<file path="config.mk">
export PLATFORM = sky130hd
export DESIGN_NAME = logic_tile
export DESIGN_NICKNAME = d
export VERILOG_FILES = /design/src/tile_pkg.sv /design/src/logic_tile.sv
export SDC_FILE = /design/constraint.sdc
export NUM_CORES = 1
export LEC_CHECK = 0
export BUFFER_PORTS_ARGS = -buffer_cell sky130_fd_sc_hd__buf_2
export CORE_UTILIZATION = 35
export DETAILED_ROUTE_END_ITERATION = 10
export PLACE_DENSITY_LB_ADDON = 0.3
export SYNTH_ARGS = -nofsm -noshare
export SYNTH_HDL_FRONTEND = slang
export SYNTH_SLANG_ARGS = --single-unit
</file>
<file path="constraint.sdc">
create_clock -name hclk -period 4.5 [get_ports hclk]
set_clock_uncertainty 0.05 [all_clocks]
set_input_delay 0.45 -clock hclk [delete_from_list [all_inputs] [get_ports hclk]]
set_output_delay 0.45 -clock hclk [all_outputs]
set_load 0.01 [all_outputs]
</file>
<file path="src/tile_pkg.sv">
/*
 * Shared constants and types of the programmable logic tile: register byte
 * offsets, field positions, reset values and the state record.
 * Assumes a single AHB-Lite slave port with 32-bit data.
 */
`default_nettype none
package tile_pkg;
    // Tile geometry
    localparam int NUM_CELLS = 8;
    localparam int NUM_GLOBAL_DRIVE_BUFFER = 8;
    localparam int NUM_SLOTS = 4;
    // Byte offsets of the registers (low address byte)
    localparam logic [7:0] OFS_TILE_CTRL = 8'h00;
    localparam logic [7:0] OFS_LUT_SLOTS = 8'h04;
    localparam logic [7:0] OFS_PIN_CTRL = 8'h08;
    localparam logic [7:0] OFS_STATUS = 8'h0c;
    localparam logic [7:0] OFS_CELL_BASE = 8'h20;
    // Tile control fields
    localparam int CB_CONFIG = 0;
    localparam int CB_SR_ASYNC = 1;
    localparam int CB_SR_USED = 2;
    localparam int CB_CE_USED = 3;
    localparam int CB_SR_FABRIC = 4;
    localparam int CB_CE_FABRIC = 5;
    localparam int CB_SR_PAIR = 6;
    localparam int CB_CE_PAIR = 8;
    localparam int CB_CLK_FABRIC = 10;
    localparam int CB_CLK_GLOBAL_DRIVE_BUFFER = 11;
    localparam int CTRL_W = 14;
    localparam logic [13:0] CTRL_RST = 14'h0001;
    // Cell configuration fields
    localparam int CF_REG_OUT = 16;
    localparam int CF_CARRY = 17;
    localparam int CF_GLOBAL = 18;
    localparam int CF_SET = 19;
    localparam int CELL_W = 20;
    localparam logic [19:0] CELL_RST = 20'h00000;
    localparam logic [11:0] SLOTS_RST = 12'h000;
    localparam logic [15:0] PIN_RST = 16'h0000;
    // Status fields
    localparam int SB_Q = 8;
    localparam int SB_PIN = 16;
    localparam int SB_CARRY = 24;

    // Bus transfer phase
    typedef enum logic [1:0] {
        PH_IDLE = 2'b00,
        PH_WAIT = 2'b01,
        PH_DONE = 2'b10
    } phase_type;

    // Whole state of the tile
    typedef struct packed {
        phase_type phase;
        logic wr;
        logic [7:0] addr;
        logic [31:0] rdata;
        logic [13:0] ctrl;
        logic [11:0] slots;
        logic [15:0] pin_ctrl;
        logic [7:0][19:0] cell_cfg;
        logic [7:0] q;
        logic clk_prev;
    } state_type;
endpackage
`default_nettype wire

</file>
<file path="src/logic_tile.sv">
/*
 * Programmable logic tile: eight logic cells with lookup, carry and
 * flip-flop, shared clock/enable/set-reset selected from global buffers
 * or fabric, global reset and pin float during configuration, and an
 * AHB-Lite register slave for all configuration.
 * Assumes every input is synchronous to hclk; the tile clock is an
 * edge of the selected source seen by hclk sampling.
 */
// Notes on behaviour
// - eight cells, each lookup plus register
// - lookup is a sixteen-entry one-bit table
// - enable and set/reset may go unused
// - one clock enable for all cells
// - shared set/reset, async or sync
// - clock from global buffer or fabric
// - output is lookup or registered value
// - fast carry in and out chain
// - unused set/reset never touches flip-flops
// - global reset held during configuration
// - wake-up state is always reset
// - any global buffer may clock tile
// - at most four buffers reach lookups
// - even buffers reset, odd buffers enable
// - pins float during configuration
// - unused clock pins serve as I/O
`timescale 1ns/1ps
`default_nettype none
module logic_tile (
    input wire logic hclk,
    input wire logic hresetn,
    input wire logic hsel,
    input wire logic [31:0] haddr,
    input wire logic [1:0] htrans,
    input wire logic hwrite,
    input wire logic [2:0] hsize,
    input wire logic [31:0] hwdata,
    input wire logic hready,
    output logic hreadyout,
    output logic hresp,
    output logic [31:0] hrdata,
    input wire logic [7:0] global_input_pin,
    output logic [7:0] global_pin_out,
    output logic [7:0] global_pin_oe_n,
    output logic io_float_control,
    input wire logic fabric_clk,
    input wire logic fabric_ce,
    input wire logic fabric_sr,
    input wire logic [31:0] cell_data_in,
    input wire logic carry_chain_input,
    output logic carry_chain_output,
    output logic [7:0] cell_out
);
    import tile_pkg::*;

    state_type st_ff; // Registered state
    state_type nxt_st; // Next state
    logic [7:0] global_drive_buffer; // Global buffer levels
    logic clk_src; // Selected tile clock source
    logic tick; // Rising edge of tile clock
    logic sr_lvl; // Selected set/reset level
    logic ce_lvl; // Selected clock enable level
    logic sr_act; // Set/reset in force
    logic ce_ok; // Enabled tile edge
    logic cfg_on; // Configuration in progress
    logic [3:0] slot_lvl; // Global levels offered to lookups
    logic [8:0] carry; // Carry chain nodes
    logic [7:0] lut_out; // Lookup results
    logic [7:0] rst_val; // Set or reset value per cell
    logic [7:0] used_clk; // Pin feeds the clock net

    assign global_drive_buffer = global_input_pin;
    assign cfg_on = st_ff.ctrl[CB_CONFIG];

    assign clk_src = st_ff.ctrl[CB_CLK_FABRIC] ? fabric_clk
                   : global_drive_buffer[st_ff.ctrl[CB_CLK_GLOBAL_DRIVE_BUFFER +: 3]];
    assign tick = clk_src & ~st_ff.clk_prev;

    assign sr_lvl = st_ff.ctrl[CB_SR_FABRIC] ? fabric_sr
                  : global_drive_buffer[{st_ff.ctrl[CB_SR_PAIR +: 2], 1'b0}];
    assign ce_lvl = st_ff.ctrl[CB_CE_FABRIC] ? fabric_ce
                  : global_drive_buffer[{st_ff.ctrl[CB_CE_PAIR +: 2], 1'b1}];

    assign sr_act = st_ff.ctrl[CB_SR_USED] & sr_lvl;
    assign ce_ok = tick & (~st_ff.ctrl[CB_CE_USED] | ce_lvl);

    // four global slots
    // Only four slot selects exist, so no tile sees more than four
    // distinct buffers on its lookup inputs.
    genvar s;
    generate
        for (s = 0; s < NUM_SLOTS; s++) begin : g_slot
            assign slot_lvl[s] = global_drive_buffer[st_ff.slots[3*s +: 3]];
        end
    endgenerate

    assign carry[0] = carry_chain_input;
    assign carry_chain_output = carry[NUM_CELLS];

    // Per-cell lookup, carry and output
    genvar k;
    generate
        for (k = 0; k < NUM_CELLS; k++) begin : g_cell
            logic [19:0] cfg; // This cell's configuration
            logic [3:0] idx; // Lookup address
            assign cfg = st_ff.cell_cfg[k];
            assign idx = {cfg[CF_CARRY] ? carry[k] : cell_data_in[4*k+3],
                          cell_data_in[4*k+2],
                          cell_data_in[4*k+1],
                          cfg[CF_GLOBAL] ? slot_lvl[k % NUM_SLOTS]
                                         : cell_data_in[4*k]};
            assign lut_out[k] = cfg[idx];
            assign carry[k+1] = (idx[1] & idx[2]) | ((idx[1] | idx[2]) & carry[k]);
            assign cell_out[k] = cfg[CF_REG_OUT] ? st_ff.q[k] : lut_out[k];
            assign rst_val[k] = cfg[CF_SET];
            assign used_clk[k] = ~st_ff.ctrl[CB_CLK_FABRIC]
                               & (st_ff.ctrl[CB_CLK_GLOBAL_DRIVE_BUFFER +: 3] == 3'(k));
        end
    endgenerate

    assign global_pin_out = st_ff.pin_ctrl[7:0];
    assign global_pin_oe_n = ~(st_ff.pin_ctrl[15:8] & ~used_clk & {8{~cfg_on}});
    assign io_float_control = cfg_on;

    // Bus answers: one wait state per transfer, always OKAY
    assign hreadyout = (st_ff.phase != PH_WAIT);
    assign hresp = 1'b0;
    assign hrdata = st_ff.rdata;

    // Next-state logic: bus slave, configuration writes, cell registers
    always_comb begin
        logic [4:0] ci; // Cell register index from address
        ci = 5'(st_ff.addr[6:2] - 5'(OFS_CELL_BASE >> 2));
        nxt_st = st_ff;
        nxt_st.clk_prev = clk_src;

        // Bus phase tracking
        unique case (st_ff.phase)
            PH_WAIT: begin
                nxt_st.phase = PH_DONE;
                nxt_st.rdata = 32'h0000_0000;
                if (st_ff.wr) begin
                    // Writes land in the first data cycle
                    if (st_ff.addr == OFS_TILE_CTRL) begin
                        nxt_st.ctrl = hwdata[CTRL_W-1:0];
                    end else if (st_ff.addr == OFS_LUT_SLOTS) begin
                        nxt_st.slots = hwdata[11:0];
                    end else if (st_ff.addr == OFS_PIN_CTRL) begin
                        nxt_st.pin_ctrl = hwdata[15:0];
                    end else if (st_ff.addr >= OFS_CELL_BASE && ci < 5'(NUM_CELLS)) begin
                        nxt_st.cell_cfg[ci[2:0]] = hwdata[CELL_W-1:0];
                    end
                end else begin
                    // Read data registered for the ready cycle
                    if (st_ff.addr == OFS_TILE_CTRL) begin
                        nxt_st.rdata = {18'h00000, st_ff.ctrl};
                    end else if (st_ff.addr == OFS_LUT_SLOTS) begin
                        nxt_st.rdata = {20'h00000, st_ff.slots};
                    end else if (st_ff.addr == OFS_PIN_CTRL) begin
                        nxt_st.rdata = {16'h0000, st_ff.pin_ctrl};
                    end else if (st_ff.addr == OFS_STATUS) begin
                        nxt_st.rdata[7:0] = cell_out;
                        nxt_st.rdata[SB_Q +: 8] = st_ff.q;
                        nxt_st.rdata[SB_PIN +: 8] = global_input_pin;
                        nxt_st.rdata[SB_CARRY] = carry[NUM_CELLS];
                    end else if (st_ff.addr >= OFS_CELL_BASE && ci < 5'(NUM_CELLS)) begin
                        nxt_st.rdata = {12'h000, st_ff.cell_cfg[ci[2:0]]};
                    end
                end
            end
            PH_IDLE, PH_DONE: begin
                nxt_st.phase = PH_IDLE;
                if (hsel && htrans[1] && hready) begin
                    // Address phase taken; low byte decodes, upper bits mirror
                    nxt_st.phase = PH_WAIT;
                    nxt_st.wr = hwrite;
                    nxt_st.addr = {haddr[7:2], 2'b00};
                end
            end
            default: begin
                nxt_st.phase = PH_IDLE;
            end
        endcase

        // Cell flip-flops; async reset acts at the next hclk edge,
        // the finest the single-clock model can resolve.
        if (cfg_on) begin
            nxt_st.q = 8'h00;
        end else if (sr_act && st_ff.ctrl[CB_SR_ASYNC]) begin
            nxt_st.q = rst_val;
        end else if (ce_ok) begin
            nxt_st.q = sr_act ? rst_val : lut_out;
        end
    end

    // Working notes for whoever picks this block up next.
    //
    // Tile clock
    // The tile clock is not a real clock net here. The selected source
    // is sampled by hclk and a rising edge is seen as low at one hclk
    // edge and high at the next. A source must therefore stay low and
    // high for at least one hclk period each, or its edge is lost.
    // This keeps the whole block in one domain, at the price of a
    // maximum tile clock rate of half the bus clock.
    //
    // Switching the source
    // When the source select is rewritten, clk_prev still holds the old
    // source's level. If the old source was low and the new one is high,
    // one false edge is seen. Software should park both sources low, or
    // hold the enable off, while it changes the selection.
    //
    // Clock enable
    // The shared enable only gates the tile edge; it never reaches the
    // bus logic. With the enable unused, every tile edge loads all eight
    // registers. With it used and low, all eight hold together, and a
    // synchronous set/reset waits for the next enabled edge as well.
    //
    // Set/reset
    // Asynchronous set/reset cannot act between hclk edges in a model
    // with one clock, so it acts at the next hclk edge whatever the tile
    // clock does. Each cell chooses set or reset through its own bit;
    // the control itself is shared by the tile. With the control unused
    // the registers are only ever cleared by the configuration bit or by hresetn.
    //
    // Configuration
    // The configuration bit stands for the device's load phase. While it
    // is set, all registers are held at zero and every user pin floats,
    // whatever the pin control register says. Clearing it is the only
    // way out; the bit resets to one, so a tile wakes up floating.
    //
    // Global buffers
    // Buffer levels are taken straight from the global input pins. Only
    // even buffers reach set/reset and only odd ones reach the enable;
    // the pair field picks which of the four. Any buffer may clock the
    // tile. Four slot selects feed lookup inputs, so no tile ever sees
    // more than four distinct buffers there, though two slots may name
    // the same buffer.
    //
    // Pins
    // A pin that is the current clock source cannot be driven; its
    // enable is forced off even if software asks for it. Other pins
    // follow the pin control register once configuration has ended.
    // The enable is active low, so all ones means every pin floats.
    //
    // Carry chain
    // Each cell forwards the majority of i1, i2 and its carry in. The
    // chain is purely combinational across all eight cells, so a long
    // cascade of tiles adds its delay to the hclk path; keep chains short
    // when the bus clock is fast.
    //
    // Bus
    // Every transfer takes exactly one wait cycle. Writes land in that
    // wait cycle, so a read straight after a write already sees the new
    // value. Read data is registered and stands until the next transfer
    // has ended its wait cycle. Only the low address byte decodes; higher
    // address bits alias. Unmapped reads return zero and unmapped writes
    // are dropped, both with an OKAY response.
    //
    // Status
    // The status word is a snapshot taken in the wait cycle. Lookup
    // outputs in it follow the cell inputs of that cycle, not of the
    // cycle in which software reads the data.

    // State register
    always_ff @(posedge hclk or negedge hresetn) begin
        if (!hresetn) begin
            st_ff.phase <= PH_IDLE;
            st_ff.wr <= 1'b0;
            st_ff.addr <= 8'h00;
            st_ff.rdata <= 32'h0000_0000;
            st_ff.ctrl <= CTRL_RST;
            st_ff.slots <= SLOTS_RST;
            st_ff.pin_ctrl <= PIN_RST;
            st_ff.cell_cfg <= {NUM_CELLS{CELL_RST}};
            st_ff.q <= 8'h00;
            st_ff.clk_prev <= 1'b0;
        end else begin
            st_ff <= nxt_st;
        end
    end
endmodule
`default_nettype wire

</file>
## Word-level counts from Yosys, hierarchy flattened

Index checks and enable logic that the tools add are counted.

| word-level totals | value |
|---|---|
| bits in registers | 252 |
| word-level logic and storage cells | 194 |
| output and inout bits | 60 |

| operators by class | value |
|---|---|
| $add $sub $neg | 1 |
| equality and inequality tests | 13 |
| reduce and logical (&&, ||, !) cells | 15 |
| $lt $le $gt $ge | 19 |
| bitwise operators | 55 |
| muxes and demuxes | 74 |

Operators by type and width:

| operator | count |
|---|---|
| $bwmux W160 | 1 |
| $mux W32 | 4 |
| $bmux W20 S3 | 1 |
| $demux W20 S3 | 1 |
| $mux W20 | 3 |
| $lt A4 B6 Y1 const B | 8 |
| $mux W1 | 42 |
| $bmux W1 S4 | 8 |
| $lt A3 B4 Y1 const B | 8 |
| $mux W8 | 4 |
| $and A1 B1 Y1 | 27 |
| $mux W25 | 1 |
| $or A1 B1 Y1 | 17 |
| $and A8 B8 Y8 | 2 |
| $not A8 Y8 | 2 |
| $bmux W1 S3 | 5 |
| $eq A3 B3 Y1 const B | 4 |
| $eq A6 B2 Y1 const B | 2 |
| $mux W10 | 1 |
| $ge A8 B6 Y1 const B | 1 |
| $logic_not A8 Y1 | 1 |
| $not A1 Y1 | 7 |
| $eq A3 B2 Y1 const B | 2 |
| $eq A6 B1 Y1 const B | 1 |
| other kinds (19) | 24 |

## Depth between registers and ports, before layout

| depth | value |
|---|---|
| depth after elaboration | 24 |
| gate-level depth with buffers | 11 |
| gate-level depth less buffers | 8 |

## Worst setup path after synthesis

No wires, ideal clock.

| timing | value |
|---|---|
| path kind | flip-flop to output port |
| start point | register st_ff[185] (netlist name) |
| end point | output port cell_out[4] |
| slack | 1,263 ps |
| stages on the path, launching flop included | 8 |
| arrival | 2,737 ps |
| path buffers | 0 |
| path through | dfrtp_1 > mux4_2 > mux2i_4 > mux4_1 > mux4_2 > nand2_1 > o21ai_2 > mux2_2 |

| between the ends | value |
|---|---|
| word-level cells in the longest chain between the ends | 6 |

RTL lines:

| what | line | RTL |
|---|---|---|
| start: declaration | logic_tile.sv:55 | `state_type st_ff;` |
| start signal: assignment | logic_tile.sv:277 | `st_ff <= nxt_st;` |
| $bmux W1 S3 | logic_tile.sv:92 | `assign slot_lvl[s] = global_drive_buffer[st_ff.slots[3*s +: 3]];` |
| $mux W1 (not written as such) | logic_tile.sv:92 |  |
| $mux W1 | logic_tile.sv:109 | `cfg[CF_GLOBAL] ? slot_lvl[k % NUM_SLOTS]` |
| $bmux W1 S4 | logic_tile.sv:111 | `assign lut_out[k] = cfg[idx];` |
| $mux W1 (not written as such) | logic_tile.sv:111 |  |
| $mux W1 | logic_tile.sv:113 | `assign cell_out[k] = cfg[CF_REG_OUT] ? st_ff.q[k] : lut_out[k];` |
| end: declaration | logic_tile.sv:51 | `output logic [7:0] cell_out` |

No other way between the ends. The select of a mux whose other input is x is not followed.

## Final worst setup path

| timing | value |
|---|---|
| start point | register st_ff[188] (netlist name) |
| end point | output port cell_out[5] |

Same word-level chain as after synthesis.

==> summary.txt <==
Clock tree
  – Clock Tree Root: clkbuf_16
  – Clock sinks: 245
  – CTS tree: yes
  – Number of gates resized after cts: 0
  – Longest Clk Path Bufs: 3
  – Worst-Skew Late Latency: ~560 ps
  – Total CTS buffers: 29
  – Clock-pin slew on the worst setup and hold paths: roughly 60 ps
  – CTS HTree Levels: 1

Pwr
  – Switching share of power: 0.3247
  – Sw power: 2.106 mW
  – Sequential power share: 0.406
  – Power share of the clock group: 0.361
  – Internal power: 4.380 mW
  – Combinational group share of total power: 0.232
  – Leak: around 7.2 nW
  – Max rail drop VDD: 0.0003318 V
  – PwrDens: around 400 nW/um^2

Detailed routing
  – Drt pass-1 iters: 7
  – Initial DRC count: 1115
  – Number of routed nets with antenna violations: 0
  – Average wire per standard cell: around 28 microns
  – Final WL: approximately 52 mm
  – Detailed-route DRC error count: 0
  – DR vias/cell: approximately 6
  – Via count: around 11k

Die
  – Initial Utilization: 0.3578
  – Chip Width: just over 200 microns
  – Die span in y: a little over 200 microns
  – Full die area: roughly 42000 sq um
  – Core box area: about 40000 sq um
  – Core Rows: 73
  – Ports: roughly 180

Cells and area
  – P&R area growth vs syn: 13.42%
  – Antenna cells: 0
  – Layout cells sized above 1: 0.3798
  – Utilization after layout: 0.4058
  – Nets@finish: ~1.4k
  – Fillers: around 3.9k

Global routing
  – Total congestion overflow: 0
  – Initial antenna violation count: 2
  – GRT Util Overall: 0.2506
  – First-pass GRT wire length: approximately 76 mm
  – Vias in the first global route: 10.91k
  – Largest net degree at the start of global routing: around 110

Min path
  – Hold/Removal Path Class: input pin to flip-flop
  – Min-Delay Startpoint: hwrite

Logic synthesis
  – Synth Area in Adders: 0.002098
  – Ys flop type: dfrtp_1
  – Cell area after synthesis: around 14000 sq um
  – EDFF count, synth: 0
  – Synth Area in Compound Gates: 0.1170
  – Most area-consuming cells after synthesis: dfrtp_1, mux2_2, mux4_2
  – Synthesized area per cell: roughly 12 sq um
  – Post-synth top cells: dfrtp_1, mux2_2, nand2_1
  – Yosys warns: 0
  – Cells after synthesis: roughly 1.2k
  – Mux cell area share after synthesis: 0.3307
  – Sequential element share of the synthesized area: 0.4284
  – Flops & latches, synth: ~250
  – Post-synth ARST share: 1.000
  – Top cell type's share of synthesized area: 0.4265
  – Post-synthesis simple-gate area fraction: 0.06992
  – Cell taking the most area after synthesis: dfrtp_1
  – Synth Area in XOR/XNOR: 0
  – Synth cell types: 72
  – Largest family of logic cells by synthesized area: multiplexers
  – Cell with the most instances after synthesis: dfrtp_1

STA
  – Fin crit share: 0.9296
  – Final setup vio count: 0
  – Slew HR: 0.3178
  – Fmax: approximately 240 MHz
  – Hold Vio Cnt, Final: 0
  – Unrepaired setup endpoints after global routing: no
  – Fin. max-slew vios: 0
  – Setup Total Neg Slack: 0 ps
  – Final min period: between 4000 and 5000 ps
  – Worst Tran Pin Value: between 1000 and 1500 ps

Worst setup path
  – Crit path launch: st_ff[188]
  – Reg2reg start: st_ff[185]
  – Crit end category: output port
  – Worst EP required: roughly 4000 ps
  – Crit path DAT: 3680 ps
  – Startpoint types: flip-flop
  – Crit path max fanout: 4
  – Crit path kind: flip-flop to output port

Outcome
  – Status: complete, no violations

Run
  – MaxCap Viol Count: 0

Place
  – IO buf count: around 130
  – Hpwl dp: roughly 38 mm
  – RD Place Congestion: between 0.9 and 1
## critical path: stages (launching register included)
cell and delay, ps:
dfrtp_1 450, mux4_2 560, mux2i_4 380, mux4_2 580, nor2_1 100, nor2_1 50, mux4_2 510, mux2_2 330
buf_2 150
## state kept, by name, summed over array words and instances, names as in the netlist
| register | count |
|---|---|
| g_cell.cfg | 160 |
| hrdata | 25 |
| global_pin_out | 8 |
| io_float_control | 1 |
| st_ff | 51 |
## cells in the final DEF (no fill, tap or decap), types with 18 or more instances in the layout
cell type and count:
mux4_2 52, inv_1 18, nand2_1 92, mux2_2 226
mux2i_1 76, buf_4 28, o22ai_1 37, o21ai_0 52
dfrtp_1 241, buf_2 126, clkbuf_16 29, nor2_1 43
a21oi_1 50
## final timing paths
path	end	depth (start not counted)	slack [ps]
worst max-delay path	cell_out[5]	8	320
worst min-delay path	st_ff[251]	3	30
worst max register to register	hrdata[4]	9	1290
worst min register to register	hrdata[15]	2	430
max in group asynchronous	hrdata[3]	3	2770
min in group asynchronous	g_cell[6].cfg[6]	2	490
## layer usage
metal / routed length, microns / share of wire / global-route usage / up-vias
met1: 22390 / 0.43 / 0.3531 / 5850
met3: 4981 / 0.095 / 0.06601 / 90
li1: - / - / - / 4777
met5: 11 / 0.00021 / 0 / -
met2: 23180 / 0.44 / 0.3759 / 598
met4: 1648 / 0.032 / 0.07409 / 2
## kinds of logic after synthesis
logic type,Yosys count
muxes,371
AOI/OAI and AO/OA,252
DFF,245
and+or+nand+nor,215
buffers and inverters,151
adders and majority gates,3
other,1
## through the flow
| step | hold slack, ps | power [mW] | area (sq um) | setup slack [ps] | instances |
|---|---|---|---|---|---|
| 2_1_floorplan | 104.4 | 3.542 | 14340 | 1263 | 1245 |
| 6_report | 27.12 | 6.485 | 16240 | 316.9 | 1852 |
| 3_3_place_gp | 414.5 | 4.112 | 15250 | 662.1 | 1796 |
| 4_1_cts | 15.73 | 6.473 | 16200 | 92.18 | 1850 |
| 5_1_grt | 40.29 | 6.705 | 16240 | 218.8 | 1852 |
| 3_5_place_dp | 421.9 | 4.133 | 15250 | 637.8 | 1796 |
## power by group through the flow
stage	Clock (mW)	Combinational (mW)	Sequential, mW
CTS	2.37	1.47	2.63
global route	2.45	1.60	2.65
floorplan	0	1.01	2.54
detailed placement	0	1.47	2.67
finish	2.34	1.51	2.64
global placement	0	1.45	2.66
## timing repair
| item | 4_1_cts | 5_1_grt |
|---|---|---|
| endpoints found under the setup margin | 0 | 1 |
| buffers inserted | 0 | 2 |
| hold buffers | 1 | 0 |
| hold endpoints to repair | 88 | 0 |
## final cells by class
class	count	area, sq um	share of cell area
multi-input combinational	849	7488	0.4612
clock inverter	9	101.3	0.006242
clock buffer	44	832.0	0.05125
inverter	20	75.07	0.004624
sequential	245	6136	0.3779
timing repair buffer	160	945.9	0.05826
tap	525	656.9	0.04046
Power figures use the tool's default switching activity.
